`src/common/status_irq_defines.svh`:
```
// constants for the serial status byte and interrupt logic
`ifndef STATUS_IRQ_DEFINES_SVH
`define STATUS_IRQ_DEFINES_SVH
`define SB_RX_READY 0
`define SB_OVERRUN 1
`define SB_PARITY 2
`define SB_FRAMING 3
`define SB_EXT_LEVEL 4
`define SB_PERIPH_EDGE 5
`define SB_TX_SHIFT_EMPTY 6
`define SB_TX_HOLD_EMPTY 7
`define SB_RESET 8'h00
`define SB_SYNC_IDLE 3'h7
`define SB_RST_SYNC_CLEAR 2'h0
`endif

```
`src/common/status_irq_pkg.sv`:
```
// types shared by the serial status and interrupt logic
package status_irq_pkg;
  typedef struct packed {
    logic rx_char_ready;
    logic overrun;
    logic parity_fault;
    logic framing_fault;
    logic ext_level_status;
    logic periph_edge_status;
  } flags_type;

  typedef struct packed {
    logic [1:0] rst_sync;
    logic [2:0] ext_sync;
    logic [2:0] periph_sync;
    logic periph_prev;
    logic tx_hold_empty_irq;
    logic tdone_irq;
    logic tdone_prev;
    flags_type flags;
    logic [7:0] status_byte;
    logic irq_n;
    logic rx_ready_n;
    logic tx_hold_empty_n;
    logic err_combined;
    logic framing_pin;
  } state_type;
endpackage : status_irq_pkg

```
`src/uart_status_interrupt_logic.sv`:
```
// status byte, status pins and interrupt qualification of the serial transceiver
// Behaviour
// - no interrupt until enable bit set
// - holding-empty interrupts only after transmit request set
// - bit 0 set on character transfer
// - bit 1 set when ready still set
// - bit 2 parity fault; OR with overrun pinned
// - bit 3 framing fault, refreshed per transfer, pinned
// - bit 4 follows low external status level
// - bit 5 set on peripheral falling edge
// - ready and holding-empty pins active low
// - clear resets flags, status bits 0 to 5, interrupt
// - data read clears ready and its receive interrupt cause
// - interrupt low while any enabled cause pending
// - holding-empty asserts after move to shifter
`timescale 1ns/1ps
`include "status_irq_defines.svh"
module uart_status_interrupt_logic
  import status_irq_pkg::*;
(
  input wire logic core_clk_i,
  input wire logic rst_b_i,
  input wire logic clear_b_i,
  input wire logic rx_transfer_i,
  input wire logic rx_parity_bad_i,
  input wire logic rx_stop_bad_i,
  input wire logic tx_hold_empty_i,
  input wire logic tx_shift_empty_i,
  input wire logic ext_level_status_b_i,
  input wire logic periph_edge_status_i,
  input wire logic irq_enable_bit_i,
  input wire logic tx_request_bit_i,
  input wire logic read_data_i,
  input wire logic read_status_i,
  input wire logic write_char_i,
  output logic [7:0] serial_status_byte_o,
  output logic irq_b_o,
  output logic rx_char_ready_b_o,
  output logic tx_hold_empty_b_o,
  output logic err_combined_o,
  output logic framing_fault_o
);
  state_type s_q;
  state_type s_d;

  // internal reset copy, released two edges after the pin
  logic rst_b;

  // pin conditions after synchronisation
  logic ext_low;
  logic periph_fall;

  // transmitter conditions, same clock domain
  logic tdone;
  logic tdone_rise;
  logic hold_rise;

  // host side qualifiers
  logic clr;

  // interrupt causes, gathered before the enable gate
  logic cause_rx;
  logic cause_edge;
  logic cause_tx_hold_empty;
  logic cause_done;
  logic pending;

  assign rst_b = s_q.rst_sync[1];

  always_comb begin
    s_d = s_q;

    // reset release chain
    s_d.rst_sync = {s_q.rst_sync[0], 1'b1};

    // pin synchronisers, three stages each
    s_d.ext_sync = {s_q.ext_sync[1:0], ext_level_status_b_i};
    s_d.periph_sync = {s_q.periph_sync[1:0], periph_edge_status_i};

    // pin inputs count once stages two and three agree
    ext_low = ~s_q.ext_sync[1] & ~s_q.ext_sync[2];
    if (s_q.periph_sync[1] == s_q.periph_sync[2]) begin
      s_d.periph_prev = s_q.periph_sync[2];
    end
    // prev idles high from reset, so no false edge follows release
    periph_fall = s_q.periph_prev
                & ~s_q.periph_sync[1]
                & ~s_q.periph_sync[2];

    // transmitter done means holding and shift register both empty
    tdone = tx_hold_empty_i & tx_shift_empty_i;
    s_d.tdone_prev = tdone;
    tdone_rise = tdone & ~s_q.tdone_prev;

    // holding-empty edge taken against the registered status bit
    hold_rise = tx_hold_empty_i & ~s_q.status_byte[`SB_TX_HOLD_EMPTY];

    clr = ~clear_b_i;

    // receive side: a transfer in the same cycle as a read wins
    if (read_data_i) begin
      s_d.flags.rx_char_ready = 1'b0;
    end
    if (rx_transfer_i) begin
      s_d.flags.overrun = s_q.flags.rx_char_ready & ~read_data_i;
      s_d.flags.parity_fault = rx_parity_bad_i;
      s_d.flags.framing_fault = rx_stop_bad_i;
      s_d.flags.rx_char_ready = 1'b1;
    end

    // external level is not sticky, it tracks the pin
    s_d.flags.ext_level_status = ext_low;

    // status read clears the edge flag, but a new edge wins
    if (read_status_i) begin
      s_d.flags.periph_edge_status = 1'b0;
      s_d.tdone_irq = 1'b0;
    end
    if (read_status_i | write_char_i) begin
      s_d.tx_hold_empty_irq = 1'b0;
    end
    if (periph_fall) begin
      s_d.flags.periph_edge_status = 1'b1;
    end

    // transmit causes arm only with the request bit set
    if (hold_rise & tx_request_bit_i) begin
      s_d.tx_hold_empty_irq = 1'b1;
    end
    if (tdone_rise & tx_request_bit_i) begin
      s_d.tdone_irq = 1'b1;
    end

    // clear beats every set in the same cycle
    if (clr) begin
      s_d.flags = '0;
      s_d.tx_hold_empty_irq = 1'b0;
      s_d.tdone_irq = 1'b0;
    end

    // status byte assembly
    s_d.status_byte = `SB_RESET;
    s_d.status_byte[`SB_RX_READY] = s_d.flags.rx_char_ready;
    s_d.status_byte[`SB_OVERRUN] = s_d.flags.overrun;
    s_d.status_byte[`SB_PARITY] = s_d.flags.parity_fault;
    s_d.status_byte[`SB_FRAMING] = s_d.flags.framing_fault;
    s_d.status_byte[`SB_EXT_LEVEL] = s_d.flags.ext_level_status;
    s_d.status_byte[`SB_PERIPH_EDGE] = s_d.flags.periph_edge_status;
    s_d.status_byte[`SB_TX_SHIFT_EMPTY] = tx_shift_empty_i;
    s_d.status_byte[`SB_TX_HOLD_EMPTY] = tx_hold_empty_i;

    // interrupt qualification
    cause_rx = s_d.flags.rx_char_ready;
    cause_edge = s_d.flags.periph_edge_status;
    cause_tx_hold_empty = s_d.tx_hold_empty_irq;
    cause_done = s_d.tdone_irq;
    pending = cause_rx
            | cause_edge
            | cause_tx_hold_empty
            | cause_done;
    // clear forces the line inactive in the same cycle
    s_d.irq_n = ~(irq_enable_bit_i & pending & ~clr);

    // pins mirror the byte, ready and holding-empty inverted
    s_d.rx_ready_n = ~s_d.flags.rx_char_ready;
    s_d.tx_hold_empty_n = ~tx_hold_empty_i;
    s_d.err_combined = s_d.flags.parity_fault | s_d.flags.overrun;
    s_d.framing_pin = s_d.flags.framing_fault;
  end

  // both reset branches load the same idle values; the async one
  // needs constants only, so the chain restarts from zero there
  always_ff @(posedge core_clk_i or negedge rst_b_i) begin
    if (!rst_b_i) begin
      s_q.rst_sync <= `SB_RST_SYNC_CLEAR;
      s_q.ext_sync <= `SB_SYNC_IDLE;
      s_q.periph_sync <= `SB_SYNC_IDLE;
      s_q.periph_prev <= 1'b1;
      s_q.tx_hold_empty_irq <= 1'b0;
      s_q.tdone_irq <= 1'b0;
      s_q.tdone_prev <= 1'b0;
      s_q.flags <= '0;
      s_q.status_byte <= `SB_RESET;
      s_q.irq_n <= 1'b1;
      s_q.rx_ready_n <= 1'b1;
      s_q.tx_hold_empty_n <= 1'b1;
      s_q.err_combined <= 1'b0;
      s_q.framing_pin <= 1'b0;
    end else if (!rst_b) begin
      s_q.rst_sync <= s_d.rst_sync;
      s_q.ext_sync <= `SB_SYNC_IDLE;
      s_q.periph_sync <= `SB_SYNC_IDLE;
      s_q.periph_prev <= 1'b1;
      s_q.tx_hold_empty_irq <= 1'b0;
      s_q.tdone_irq <= 1'b0;
      s_q.tdone_prev <= 1'b0;
      s_q.flags <= '0;
      s_q.status_byte <= `SB_RESET;
      s_q.irq_n <= 1'b1;
      s_q.rx_ready_n <= 1'b1;
      s_q.tx_hold_empty_n <= 1'b1;
      s_q.err_combined <= 1'b0;
      s_q.framing_pin <= 1'b0;
    end else begin
      s_q <= s_d;
    end
  end

  // every output comes straight from a register of the state

  assign serial_status_byte_o = s_q.status_byte;
  assign irq_b_o = s_q.irq_n;
  assign rx_char_ready_b_o = s_q.rx_ready_n;
  assign tx_hold_empty_b_o = s_q.tx_hold_empty_n;
  assign err_combined_o = s_q.err_combined;
  assign framing_fault_o = s_q.framing_pin;
endmodule : uart_status_interrupt_logic

```
`config.mk`:
```
export PLATFORM = sky130hd
export DESIGN_NAME = uart_status_interrupt_logic
export DESIGN_NICKNAME = d
export VERILOG_FILES = /design/src/common/status_irq_pkg.sv /design/src/uart_status_interrupt_logic.sv
export VERILOG_INCLUDE_DIRS = /design/src /design/src/common
export SDC_FILE = /design/constraint.sdc
export NUM_CORES = 1
export LEC_CHECK = 0
export BUFFER_PORTS_ARGS = -buffer_cell sky130_fd_sc_hd__buf_4
export CORE_MARGIN = 3
export CORE_UTILIZATION = 48
export CTS_CLUSTER_DIAMETER = 50
export DETAILED_ROUTE_END_ITERATION = 8
export PLACE_DENSITY = 0.75
export SYNTH_ARGS = -nofsm -noshare
export SYNTH_HDL_FRONTEND = slang
export SYNTH_SLANG_ARGS = --single-unit
export TNS_END_PERCENT = 10
```
`constraint.sdc`:
```
create_clock -name core_clk_i -period 1.1 [get_ports core_clk_i]
set_input_delay 0.055 -clock core_clk_i [delete_from_list [all_inputs] [get_ports core_clk_i]]
set_output_delay 0.055 -clock core_clk_i [all_outputs]
set_load 0.01 [all_outputs]
```
==> results.md <==
- Worst setup SP type: input port
- Gpl congestion: 0.709
- Yosys reg bits: 24
- Count leader, synth: dfrtp_1
- Synth top cells by count: dfrtp_1, nor2_1, dfstp_2
- Antenna violations before repair: 0
- Setup ws final: 0.0928 ns
- Flop pwr share: 0.608
- Clock Skew: 0.00142 ns
- Area contributors post-synth: dfrtp_1, dfstp_2, buf_4
- Fin crit period: 1.01 ns
- Clock sink count: 24
- Synthesized area per cell: 12.1 um2
- Remaining antenna violation count: 0
- Final period util: 0.916
- Iter 0 DRT Violations: 2
- Clk_lat worst skew: 0.30 ns
- Die height: 49.8 um
- Worst reg2reg setup slack: 0.10 ns
- Synth Warn #: 0
- Reg2reg path depth: 3
- I/O pin count: 28
- Slowest-stage cell, CP: dlygate4sd3_1
- Ys flop type: dfrtp_1
- Post-synth EDFFs: 0
- Kind of critical path: in2reg
- Critical Path RT: 1.35 ns
- Worst hold start: rx_parity_bad_i
- HPWL after detailed placement: 1100 um
- CTS tree: built
- Pwr dens: 1270 nW/um2
- Area leader, netlist: dfrtp_1
- Via density: 4.76
- PnR Total Power: 1540 uW
- Largest net degree at the start of global routing: 25
- GR Overflow Total: 0
- Critical Path End Type: register
- Row count: 15
- Top delay family on crit path: buffers and inverters
- Critical Path AT: 1.26 ns
- CTS max path bufs: 2
- Seq/Total Area, Yosys: 0.665
- Syn nets: 91
- Worst path max stage delay: 0.54 ns
- Pleak: 0.000582 uW
- Drt drc: 0
- Vias in the first global route: 645
- Buf/Inv on CP: 2
- Switch share: 0.207
- H-tree depth: 1
- Core area: 1760 um2
- PortBufs: 27
- Setup TNS: 0 ns
- Setup violators final: 0
- R2R Path Start: s_d[25]$_DFF_PN1_
- Max rail drop VDD: 0.918 mV
- Hold Path End: serial_status_byte_o[2]$_DFF_PN0_
- Peak Freq: 0.993 GHz
- Max-slew violations: 0
- Vias: 623
- Status: completed
- Min-delay worst type: in2reg
- # fillers: 145
- Clk pin slew, worst setup/hold paths: 0.12 ns
- Overall die width: 49.8 um
- Worst slack, placed: 0.0719 ns
- CP max FO: 4
- N_diodes: 0
- FF-to-FF End: irq_b_o$_DFF_PN1_
- Top cell type's share of synthesized area: 0.380
- Final nets: 122
- Logic pwr share: 0.110
- Internal power: 1220 uW
- CTS Buf Count: 3
- Global-route wire length before repair: 2660 um
- Max-cap viol count: 0
- CTS root buf: clkbuf_4
- Hold Vio Cnt, Final: 0
- Mapped cell area: 922 um2
- Post-synth cell types: 24
- RSZ-0062 raised after global routing: false
- Clk network pwr share: 0.282
- Async SR Flop Fraction: 1.00
- Gr usage total: 0.141
- Layout cell share with drive strength beyond 1: 0.434
- Final WL: 1470 um
- DR pass1 iterations: 4
- Post-DR wirelength/cell: 11.2 um
- Sw Pwr: 318 uW
- WHS Path Cells: 3
- Gate Count Post-Synth: 76
- Initial Util: 0.523
- Setup bufs post-CTS: 0
- Layout area overhead: 31.5%
- DIE AREA: 2480 um2
- CP cell instances: dlygate4sd3_1 -> buf_4 -> and4b_1 -> a21oi_2 -> a41o_1
[logic make-up (layout without fill, tap and decap cells)]
kind of cell	after synthesis	after routing	share of synthesized area
flip-flops	24	24	0.665
AO/OA/AOI/OAI	7	7	0.0570
buffers and inverters	12	42	0.0841
other	1	1	0.00407
multiplexers	3	3	0.0326
AND/OR/NAND/NOR	29	29	0.157
[cells in the final DEF, fill, tap and decap left out, types with 2 or more instances in the layout]
cell type	instances
dfstp_2	10
nor3_1	2
dlygate4sd3_1	7
nand2_1	3
clkbuf_4	3
dfrtp_1	14
nand2b_1	6
buf_4	29
nor2_1	12
inv_1	2
mux2i_1	3
[through the flow]
stage                     hold WS, ns  cells  area [um2]   util
after floorplan                -0.241     76         922      -
after global placement        -0.0394    120        1100  0.624
after detailed placement      -0.0393    120        1100  0.624
after CTS                      0.0119    131        1210  0.684
after global routing          0.00633    131        1210  0.687
final                          0.0110    131        1210  0.687
[worst max path at each step]
stage                            from                 to  slack (ns)  cells past startpoint
floorplan           s_q[25]$_DFF_PN1_  irq_b_o$_DFF_PN1_        0.13                      3
global placement    s_d[25]$_DFF_PN1_  irq_b_o$_DFF_PN1_        0.11                      3
detailed placement  s_d[25]$_DFF_PN1_  irq_b_o$_DFF_PN1_        0.07                      3
CTS                 s_d[25]$_DFF_PN1_  irq_b_o$_DFF_PN1_        0.04                      3
global route        s_d[25]$_DFF_PN1_  irq_b_o$_DFF_PN1_        0.03                      3
finish                tx_hold_empty_i  irq_b_o$_DFF_PN1_        0.09                      5
[timing repair]
action / in CTS / in global routing
hold buffers: 7 / 0
resized for setup: 0 / 1
setup endpoints to repair: 0 / 1
hold endpoints to repair: 31 / 0
[routing by layer]
layer  share of wire  up-vias  track usage
met5               0        -            0
met2            0.46       26        0.240
met1            0.45      295        0.165
met4           0.016        0       0.0553
li1                -      298            -
met3           0.078        4       0.0453
[worst register-to-register path, cell delays in order, from the launching register on]
cell and delay (ns):
dfstp_2 0.56, nor2_1 0.05, a22oi_2 0.16, a41o_1 0.19
[state kept, by name, indices dropped and copies added, names as in the netlist]
| name | count |
|---|---|
| s_d | 5 |
| irq_b_o | 1 |
| rx_char_ready_b_o | 1 |
| rst_b | 1 |
| serial_status_byte_o | 8 |
| s_q | 6 |
| err_combined_o | 1 |
| tx_hold_empty_b_o | 1 |
[cell type report]
cell class              count  area (um2)  share of cell area
well taps                  25        31.3              0.0258
clock buffers               4        36.3              0.0299
repair buffers             36         288               0.237
inverters                   2        7.51             0.00619
multi-input cells          40         236               0.195
flip-flops and latches     24         613               0.506
[power by group through the flow]
stage / Combinational [uW] / Sequential [uW] / Clock, uW
final: 169 / 934 / 434
after global routing: 189 / 938 / 480
after CTS: 173 / 934 / 446
after detailed placement: 152 / 949 / 0
after global placement: 150 / 948 / 0
after floorplan: 65.6 / 951 / 0
Note: power is estimated with default switching activity, not from simulation.
